## src/verilog/dmc_pkg.sv

```systemverilog
// package: constants and carriers for the dynamic memory address and refresh controller
package dmc_pkg;
   localparam int ADDR_W     = 8;
   localparam int BANKS      = 4;
   localparam int BANK_SEL_W = 2;
   localparam logic [ADDR_W-1:0] CNT_RESET    = 8'h00;
   localparam logic [ADDR_W-1:0] CNT_ONE      = 8'h01;
   localparam logic [ADDR_W-1:0] TC_FULL      = 8'hFF;
   localparam logic [ADDR_W-1:0] TC_HALF      = 8'h7F;
   localparam int               TOP_BIT      = 7;
   localparam logic [BANKS-1:0] STROBES_IDLE = 4'hF;
   localparam logic [BANKS-1:0] STROBES_ALL  = 4'h0;

   // address source selection
   typedef enum logic [1:0] {
      DMC_SRC_ROW,
      DMC_SRC_COL,
      DMC_SRC_REFRESH,
      DMC_SRC_RSVD
   } dmc_src_e;

   // latched host address: row half, column half, bank select
   typedef struct packed {
      logic [ADDR_W-1:0]     row;
      logic [ADDR_W-1:0]     col;
      logic [BANK_SEL_W-1:0] bank;
   } dmc_addr_s;
endpackage

```

## src/verilog/dmc_dynamic_memory_ctrl.sv

```systemverilog
// file: address latches, address multiplexer, bank strobe decoder and refresh control
`timescale 1ns/1ps
module dmc_dynamic_memory_ctrl
   import dmc_pkg::*;
(
   // clock and reset
   input  wire logic                  i_ref_clk,
   input  wire logic                  i_rstn,
   // host address
   input  wire logic [ADDR_W-1:0]     i_row_addr,
   input  wire logic [ADDR_W-1:0]     i_col_addr,
   input  wire logic [BANK_SEL_W-1:0] i_bank_sel,
   input  wire logic                  i_latch_en,
   input  wire logic [1:0]            i_src_sel,
   // host control
   input  wire logic                  i_refresh_request_n,
   input  wire logic                  i_row_strobe_in_n,
   input  wire logic                  i_col_strobe_in_n,
   input  wire logic                  i_counter_clear,
   input  wire logic                  i_top_addr_count_select,
   // memory side
   output logic [ADDR_W-1:0]          o_mem_addr,
   output logic [BANKS-1:0]           o_row_strobe_n,
   output logic                       o_col_strobe_n,
   output logic                       o_terminal_count
);
   dmc_addr_s        addr_q;
   logic [ADDR_W-1:0] cnt;
   logic              cnt_tc;
   logic              rs_q;
   logic              refresh;
   logic              rs_rise;
   logic              half_range;
   dmc_src_e          src;

   assign refresh = !i_refresh_request_n;
   assign src     = dmc_src_e'(i_src_sel);
   // top address bit only selects the short range while refresh is requested
   assign half_range = refresh && i_top_addr_count_select;
   // advance on the end of each refresh row strobe so the row just refreshed
   // stays on the address lines for the whole strobe
   assign rs_rise = refresh && !rs_q && i_row_strobe_in_n;

   function automatic logic [BANKS-1:0] bank_decode(input logic [BANK_SEL_W-1:0] sel);
      logic [BANKS-1:0] onehot;
      onehot = '0;
      onehot[sel] = 1'b1;
      return onehot;
   endfunction

   // latches load on each rising clock edge while enabled, then hold
   always_ff @(posedge i_ref_clk)
   begin
      if (!i_rstn)
         addr_q <= '0;
      else if (i_latch_en)
      begin
         addr_q.row  <= i_row_addr;
         addr_q.col  <= i_col_addr;
         addr_q.bank <= i_bank_sel;
      end
   end

   always_ff @(posedge i_ref_clk)
   begin
      if (!i_rstn)
         rs_q <= 1'b1;
      else
         rs_q <= i_row_strobe_in_n;
   end

   dmc_refresh_counter #(
      .WIDTH (ADDR_W)
   ) u_counter (
      .i_ref_clk    (i_ref_clk),
      .i_rstn       (i_rstn),
      .i_clear      (i_counter_clear),
      .i_advance    (rs_rise),
      .i_half_range (half_range),
      .o_count      (cnt),
      .o_terminal   (cnt_tc)
   );

   always_ff @(posedge i_ref_clk)
   begin
      if (!i_rstn)
         o_terminal_count <= 1'b0;
      else
         o_terminal_count <= cnt_tc;
   end

   // address path registered; refresh forces the counter source
   always_ff @(posedge i_ref_clk)
   begin
      if (!i_rstn)
         o_mem_addr <= CNT_RESET;
      else if (refresh)
         o_mem_addr <= cnt;
      else
      begin
         case (src)
            DMC_SRC_ROW:     o_mem_addr <= addr_q.row;
            DMC_SRC_COL:     o_mem_addr <= addr_q.col;
            DMC_SRC_REFRESH: o_mem_addr <= cnt;
            default:         o_mem_addr <= addr_q.row;
         endcase
      end
   end

   // strobes stay combinational to keep skew to the input strobe minimal
   always_comb
   begin
      o_row_strobe_n = STROBES_IDLE;
      if (!i_row_strobe_in_n)
      begin
         if (refresh)
            o_row_strobe_n = STROBES_ALL;
         else
            o_row_strobe_n = ~bank_decode(addr_q.bank);
      end
   end

   assign o_col_strobe_n = refresh ? 1'b1 : i_col_strobe_in_n;

   property p_single_bank;
      @(posedge i_ref_clk) disable iff (!i_rstn)
      (!i_row_strobe_in_n && !refresh) |-> $onehot(~o_row_strobe_n);
   endproperty
   a_single_bank: assert property (p_single_bank) else $error("not one bank strobe");

   property p_all_banks;
      @(posedge i_ref_clk) disable iff (!i_rstn)
      (!i_row_strobe_in_n && refresh) |-> (o_row_strobe_n == STROBES_ALL);
   endproperty
   a_all_banks: assert property (p_all_banks) else $error("refresh strobe not to all banks");

   property p_col_inhibit;
      @(posedge i_ref_clk) disable iff (!i_rstn)
      refresh |-> o_col_strobe_n;
   endproperty
   a_col_inhibit: assert property (p_col_inhibit) else $error("column strobe during refresh");

   property p_refresh_addr;
      @(posedge i_ref_clk) disable iff (!i_rstn)
      (refresh && !i_counter_clear && !rs_rise) |=> (o_mem_addr == $past(cnt));
   endproperty
   a_refresh_addr: assert property (p_refresh_addr) else $error("refresh address wrong");

   property p_advance;
      @(posedge i_ref_clk) disable iff (!i_rstn)
      (rs_rise && !i_counter_clear && !cnt_tc) |=> (cnt == $past(cnt) + CNT_ONE);
   endproperty
   a_advance: assert property (p_advance) else $error("counter did not advance");

   property p_wrap;
      @(posedge i_ref_clk) disable iff (!i_rstn)
      (rs_rise && cnt_tc) |=> (cnt == CNT_RESET);
   endproperty
   a_wrap: assert property (p_wrap) else $error("counter did not wrap");

   property p_half_tc;
      @(posedge i_ref_clk) disable iff (!i_rstn)
      (half_range && cnt == TC_HALF) |=> o_terminal_count;
   endproperty
   a_half_tc: assert property (p_half_tc) else $error("no terminal count at 128");

   property p_tc;
      @(posedge i_ref_clk) disable iff (!i_rstn)
      (!half_range && cnt != TC_FULL) |=> !o_terminal_count;
   endproperty
   a_tc: assert property (p_tc) else $error("early terminal count");

   property p_clear;
      @(posedge i_ref_clk) disable iff (!i_rstn)
      i_counter_clear |=> (cnt == CNT_RESET);
   endproperty
   a_clear: assert property (p_clear) else $error("clear ignored");

   property p_latch;
      @(posedge i_ref_clk) disable iff (!i_rstn)
      (i_latch_en ##1 !i_latch_en [*2] ##1 (!refresh && src == DMC_SRC_COL))
         |=> (o_mem_addr == $past(i_col_addr, 4));
   endproperty
   a_latch: assert property (p_latch) else $error("column latch not presented");

   property p_hold_count;
      @(posedge i_ref_clk) disable iff (!i_rstn)
      (!refresh && !i_counter_clear) |=> (cnt == $past(cnt));
   endproperty
   a_hold_count: assert property (p_hold_count) else $error("counter moved outside refresh");

   property p_full_tc;
      @(posedge i_ref_clk) disable iff (!i_rstn)
      (!half_range && cnt == TC_FULL) |=> o_terminal_count;
   endproperty
   a_full_tc: assert property (p_full_tc) else $error("no terminal count at 256");

   property p_col_pass;
      @(posedge i_ref_clk) disable iff (!i_rstn)
      !refresh |-> (o_col_strobe_n == i_col_strobe_in_n);
   endproperty
   a_col_pass: assert property (p_col_pass) else $error("column strobe not passed");

   property p_row_idle;
      @(posedge i_ref_clk) disable iff (!i_rstn)
      i_row_strobe_in_n |-> (o_row_strobe_n == STROBES_IDLE);
   endproperty
   a_row_idle: assert property (p_row_idle) else $error("bank strobe without row strobe");
endmodule

```

## src/verilog/dmc_refresh_counter.sv

```systemverilog
// file: refresh row counter with clear and selectable terminal count
`timescale 1ns/1ps
module dmc_refresh_counter
   import dmc_pkg::*;
#(
   parameter int WIDTH = ADDR_W
)
(
   // clock and reset
   input  wire logic             i_ref_clk,
   input  wire logic             i_rstn,
   // control
   input  wire logic             i_clear,
   input  wire logic             i_advance,
   input  wire logic             i_half_range,
   // state
   output logic [WIDTH-1:0]      o_count,
   output logic                  o_terminal
);
   // terminal values are fixed at the address width, so other widths cannot be served
   if (WIDTH != ADDR_W)
   begin
      $error("refresh counter width must equal the address width");
   end

   logic [WIDTH-1:0] count_q;
   logic [WIDTH-1:0] count_d;
   logic [WIDTH-1:0] limit;

   assign limit = i_half_range ? TC_HALF : TC_FULL;
   assign o_terminal = (count_q == limit);
   assign o_count = count_q;

   always_comb
   begin
      count_d = count_q;
      if (i_advance)
         count_d = o_terminal ? CNT_RESET : count_q + CNT_ONE;
   end

   always_ff @(posedge i_ref_clk)
   begin
      if (!i_rstn || i_clear)
         count_q <= CNT_RESET;
      else
         count_q <= count_d;
   end
endmodule
```

## config.mk

```make
export PLATFORM = sky130hd
export DESIGN_NAME = dmc_dynamic_memory_ctrl
export DESIGN_NICKNAME = d
export VERILOG_FILES = /design/src/verilog/dmc_pkg.sv /design/src/verilog/dmc_dynamic_memory_ctrl.sv /design/src/verilog/dmc_refresh_counter.sv
export SDC_FILE = /design/constraint.sdc
export NUM_CORES = 1
export LEC_CHECK = 0
export BUFFER_PORTS_ARGS = -buffer_cell sky130_fd_sc_hd__buf_2
export CORE_MARGIN = 3
export CORE_UTILIZATION = 52
export DETAILED_ROUTE_END_ITERATION = 8
export GPL_TIMING_DRIVEN = 0
export PLACE_DENSITY = 0.87
export SYNTH_ARGS = -nofsm -noshare
export SYNTH_HDL_FRONTEND = slang
export SYNTH_SLANG_ARGS = --single-unit
```

## constraint.sdc

```tcl
create_clock -name i_ref_clk -period 2.2 [get_ports i_ref_clk]
set_clock_uncertainty 0.1 [all_clocks]
set_input_delay 0.44 -clock i_ref_clk [delete_from_list [all_inputs] [get_ports i_ref_clk]]
set_output_delay 0.44 -clock i_ref_clk [all_outputs]
set_load 0.02 [all_outputs]
```

==> reports/results.tsv, run 1 <==
metric	value	unit
CP Class	input pin to output port	
IO Pins	42	
crit path buf inv count	3	
Placer Congestion	0.866	
WP data required	1.66	ns
Power Density	612	nW/um2
WL final	3400	um
overflow left after global routing	0	
minimum clock period after layout	1.83	ns
number of global-route vias before repair	1297	
post-CTS setup buffers	0	
Clk Latency, worst-skew pair	0.34	ns
final worst slack	0.368	ns
antenna violations before repair	0	
worst-margin pin slew	0.489	ns
Seq. cell area	721	um2
row count	19	
vias per inst	5.16	
Final period util	83.3	%
initial drt markers	32	
Setup crit start kind	input pin	
Primary FF master, synth	dfxtp_1	
Yosys reg bits	36	
H-tree levels	2	
root buf cell	clkbuf_4	
crit-path max FO	10	
DP HPWL	2630	um
Layout fillers	258	
# resized after CTS	0	
syn avg cell area	9.33	um2
RSZ-0062 raised after global routing	no	
Final Hold Fails	0	
normalized max-slew margin	67.2	%
first-pass GRT wire length	5600	um
DP Worst Slack	0.179	ns
register area share after synthesis	44.1	%
HP Class	input pin to register	
most numerous cell in the Yosys netlist	dfxtp_1	
pin count of the biggest net entering global routing	11	
Netlist cell types	29	
Final TNS setup	0	ns
cells after synthesis	175	
cell taking the most area after synthesis	dfxtp_1	
multi-input combinational cell area	842	um2
die width	62.0	um
layout cells sized above 1	23.2	%
cell count along the critical path	5	
Hold Path Stages	3	
final setup vio count	0	
CTS Buf Count	5	
Yosys top cell area share	44.1	%
worst reg2reg setup slack	0.63	ns
Initial Util	56.8	%
area grow syn2layout	17.7	%
Total Nets Final	251	
max_cap viols	0	
IO buf count	38	
crit path from	i_refresh_request_n	
Fmax	0.546	GHz
WP data arrival	1.29	ns
CTS Hold Buffers Added	0	
CP max stage cell	clkbuf_1	
Post-synth EDFFs	0	
Worst Setup End Kind	output port	
Top Family by Delay on Critical Path	buffers and inverters	
residual DRC count	0	
Worst R2R Start	rs_q	
clk buf depth	2	
CTS tree	done	
maximum VDD drop	0.418	mV
Mapped Area	1630	um2
reg2reg end	u_counter.o_count[5]	
die height	62.0	um
diodes inserted	0	
top post-synthesis cells by area	dfxtp_1 (44%), mux2i_1 (12%), nor2b_1 (9.6%)	
worst path cell trace	buf_6, clkbuf_1, o21ai_0, nand2b_1, buf_2	
Overall Global Routing Usage	20.7	%
Post-Syn Nets	206	
wire length per cell	13.0	um
asr flop ratio synth	0	%
Lkg Pwr	0.804	nW
fin. max-slew vios	0	
die area	3850	um2
ANT nets after route	0	
CORE AREA	2880	um2
Vias	1352	
clock-pin slew on the worst setup and hold paths	0.10	ns
Synth Warn #	0	
Worst path max stage delay	0.32	ns
status	complete, no violations	
Reg2Reg Depth	4	
Pre-antenna DRT Iters	4	
most frequent cells after synthesis	dfxtp_1 (36), nor2b_1 (25), mux2i_1 (19)	
CTS sink cnt	36	
CP endpoint	o_row_strobe_n[0]	
## report_power, final
group / switching, W / internal, W
combinational: 0.0000883 / 0.0000751
clock: 0.000205 / 0.000118
sequential: 0.0000135 / 0.000676
total: 0.000306 / 0.000869
## cell families (layout without fill, tap and decap cells)
family                     after synthesis  count (layout)  synth area share (%)
AOI/OAI and AO/OA                       28              28                  11.3
buffers and inverters                   16              61                  4.29
and+or+nand+nor                         67              67                  23.1
xor gates and xnor gates                 6               6                  3.22
muxes                                   19              19                  11.6
adders and majority gates                3               3                  2.30
DFF                                     36              36                  44.1
## layout make-up
| type | count | share of cell area [%] |
|---|---|---|
| well taps | 42 | 2.73 |
| multi-input cells | 123 | 43.8 |
| clock inverters | 1 | 0.260 |
| inverters | 7 | 1.37 |
| flip-flops and latches | 36 | 37.5 |
| clock buffers | 6 | 2.15 |
| plain buffers | 9 | 2.28 |
| repair buffers | 38 | 9.90 |
## through the flow
step                      instance area [um2]  total power, W  util, %  hold WS [ns]  instances
after detailed placement                 1880        0.000869     65.2         0.405        255
after global routing                     1920         0.00124     66.8         0.244        262
final                                    1920         0.00118     66.8         0.251        262
after floorplan                          1630        0.000812        -         0.377        175
after global placement                   1880        0.000862     65.2         0.392        255
after CTS                                1920         0.00119     66.8         0.240        262
## registers in the layout, summed over array words and instances, names as in the netlist
name / flops
addr_q: 18
o_mem_addr: 8
o_terminal_count: 1
rs_q: 1
u_counter.o_count: 8
## cell usage in the layout (no fill, tap or decap), types with 2 or more instances in the layout
master and instances:
mux2i_1 19, nor2b_1 25, inv_1 7, xnor2_1 4
a221oi_1 2, ha_1 3, nand2b_1 5, nand2_1 16
clkbuf_1 7, nor2_1 6, nand4_1 2, a21oi_1 2
dfxtp_1 36, clkbuf_4 5, xor2_1 2, nand3_1 3
buf_2 40, a22oi_1 6, nor3_1 3, or3_1 2
a21o_1 3, o21ai_0 11, and2_1 2, o22ai_1 2
## how the worst min path moves through the flow
stage | start | end
floorplan | addr_q[16] | addr_q[16]
global placement | addr_q[17] | addr_q[17]
detailed placement | addr_q[14] | addr_q[14]
CTS | i_col_addr[1] | addr_q[3]
global route | i_col_addr[5] | addr_q[7]
finish | i_row_addr[6] | addr_q[16]
## per-layer routing
| layer | global-route usage, % | vias to the layer above | part of all wire [%] |
|---|---|---|---|
| li1 | - | 688 | - |
| met5 | 0 | - | 0 |
| met4 | 13.3 | 0 | 3.2 |
| met3 | 5.99 | 10 | 6.0 |
| met1 | 22.6 | 614 | 42 |
| met2 | 34.6 | 40 | 49 |
## worst min-delay path, delay by kind of cell
kind / cells / cell delay (ns)
multiplexers: 1 / 0.05
AND/OR/NAND/NOR: 1 / 0.09
buffers and inverters: 1 / 0.07
Power figures use the tool's default switching activity.
==> run 2, diff against run 1 <==
ABC_AREA = 1   (was default)
CORE_UTILIZATION = 46   (was 52)
PLACE_DENSITY = 0.82   (was 0.87)
clock period = 1.5 ns   (was 2.2 ns; I/O delays follow)
==> reports/results.tsv, run 2 <==
metric	value	unit
Setup crit start kind	register	
CORE AREA	3180	um2
worst path cell trace	inv_2, o21ai_1, nand2_1, buf_6	
WL final	3480	um
antenna violations before repair	0	
Reg2Reg Depth	6	
RSZ-0062 raised after global routing	yes	
vias per inst	4.96	
ANT nets after route	0	
initial drt markers	55	
top post-synthesis cells by area	dfxtp_1 (45%), nand2_1 (11%), nor2_1 (11%)	
Final TNS setup	0	ns
die area	4190	um2
Final Hold Fails	0	
row count	20	
minimum clock period after layout	1.46	ns
reg2reg end	u_counter.o_count[5]	
root buf cell	clkbuf_4	
diodes inserted	0	
Total Nets Final	297	
Post-synth EDFFs	0	
status	complete, no violations	
Pre-antenna DRT Iters	4	
IO Pins	42	
overflow left after global routing	0	
dpl cell area	1840	um2
layout cells sized above 1	25.1	%
switching power total	0.000487	W
cells after synthesis	219	
crit path buf inv count	2	
Hold EP	addr_q[3]	
DP Cell Count	303	
number of global-route vias before repair	1365	
HP Class	input pin to register	
crit-path max FO	3	
clock-pin slew on the worst setup and hold paths	0.10	ns
post-route insts no fill	311	
final setup vio count	0	
clk buf depth	2	
Sw Ratio	26.7	%
Hold Path Stages	3	
most frequent cells after synthesis	nand2_1 (48), nor2_1 (46), dfxtp_1 (36)	
WP data arrival	1.06	ns
Worst R2R Start	u_counter.o_count[1]	
CTS sink cnt	36	
CTS Buf Count	5	
area grow syn2layout	20.6	%
Reg power frac	56.2	%
Worst path max stage delay	0.36	ns
fin. max-slew vios	0	
Gate power share	14.2	%
Mapped Area	1590	um2
Pint	0.00133	W
Lkg Pwr	0.884	nW
CP Class	register to output port	
Yosys top cell area share	45.4	%
max FFs per register	18	
Initial Util	50.0	%
asr flop ratio synth	0	%
cell count along the critical path	4	
max_cap viols	0	
Placer Congestion	0.879	
Netlist cell types	23	
DP HPWL	2660	um
worst-margin pin slew	0.359	ns
clock share of power	29.6	%
Top reg by flops	addr_q	
syn avg cell area	7.25	um2
pin count of the biggest net entering global routing	11	
Hold Slack	0.0760	ns
most frequent cells in the layout	nand2_1 (48), nor2_1 (46), buf_2 (43)	
Finished Cell Area	1910	um2
CTS tree	done	
WP data required	1.10	ns
Primary FF master, synth	dfxtp_1	
Power Density	952	nW/um2
Worst Setup End Kind	output port	
commonest non-fill, non-tap cell in the layout	nand2_1	
IO buf count	40	
maximum VDD drop	0.810	mV
Synth Warn #	0	
H-tree levels	2	
Post-Syn Nets	250	
Clk Latency, worst-skew pair	0.34	ns
die width	64.8	um
Yosys reg bits	36	
Fmax	0.684	GHz
Final period util	97.4	%
CTS Hold Buffers Added	0	
die height	64.8	um
Overall Global Routing Usage	17.3	%
HP Start	i_col_addr[1]	
Layout fillers	318	
first-pass GRT wire length	5670	um
wire length per cell	11.2	um
cell taking the most area after synthesis	dfxtp_1	
residual DRC count	0	
register area share after synthesis	45.4	%
worst reg2reg setup slack	0.15	ns
Total Power	0.00182	W
most numerous cell in the Yosys netlist	nand2_1	
normalized max-slew margin	76.1	%
CP max stage cell	dfxtp_2	
Top Family by Delay on Critical Path	flip-flops	
Vias	1544	
run 2: changes by cell type in the layout (fill, tap and decap cells not counted), moves of 6 or more:
cell,change
a21oi_1,+10
a22oi_1,-6
inv_1,+7
mux2i_1,-19
nand2_1,+32
nor2_1,+40
nor2b_1,-25
o211ai_1,+8
o21ai_0,+7
run 2: repair_timing:
item | in CTS | in global routing
setup endpoints to repair | 1 | 8
resized for setup | 2 | 7
pin swaps | 0 | 1
endpoints found under the hold margin | 0 | 0
buffers inserted | 0 | 0
run 2: cell families after synthesis:
| family | count (synthesis) | share of synthesized area (%) |
|---|---|---|
| simple gates | 109 | 28.7 |
| xor+xnor | 2 | 1.10 |
| fa+ha+maj | 3 | 2.36 |
| buf+inv | 26 | 6.62 |
| flops | 36 | 45.4 |
| compound gates | 43 | 15.8 |
run 2: per-layer routing:
| metal | wire length [um] | track usage (%) | vias up |
|---|---|---|---|
| met5 | 0 | 0 | - |
| met4 | 61 | 8.18 | 0 |
| met3 | 259 | 4.33 | 8 |
| met2 | 1530 | 27.5 | 52 |
| met1 | 1630 | 22.0 | 682 |
| li1 | - | - | 802 |
run 2: layout make-up:
type	count	area [um2]	share of cell area, %
repair buffers	40	209	10.9
flip-flops and latches	36	724	37.8
multi-input cells	157	762	39.8
clock buffers	8	58.8	3.07
inverters	18	67.6	3.53
plain buffers	8	37.5	1.96
well taps	44	55.1	2.88
run 2: power groups by stage:
stage	clock network [W]	registers, W	logic [W]
after floorplan	0	0.00105	0.000150
after global placement	0	0.00104	0.000248
after detailed placement	0	0.00105	0.000253
after CTS	0.000549	0.00102	0.000256
after global routing	0.000587	0.00103	0.000292
final	0.000539	0.00102	0.000258
run 2: through the flow:
stage | setup slack, ns | util, %
3_5_place_dp | -0.120 | 58.0
6_report | 0.0384 | 60.2
2_1_floorplan | 0.134 | -
4_1_cts | 0.0152 | 59.9
3_3_place_gp | -0.106 | 58.0
5_1_grt | -0.0299 | 60.2
run 2: how the worst max path moves through the flow:
stage | start | to | slack (ns)
floorplan | i_src_sel[0] | o_mem_addr[3] | 0.13
global placement | i_src_sel[0] | o_mem_addr[3] | -0.11
detailed placement | i_src_sel[0] | o_mem_addr[3] | -0.12
CTS | addr_q[1] | o_row_strobe_n[0] | 0.02
global route | addr_q[0] | o_row_strobe_n[1] | -0.03
finish | addr_q[0] | o_row_strobe_n[1] | 0.04
run 2: worst register-to-register path: stages, from the launching register on:
cell      delay [ns]
dfxtp_1         0.39
ha_1            0.18
nand2_1         0.08
nor2_2          0.17
nand3_2         0.11
o21bai_4        0.17
nor2_1          0.06
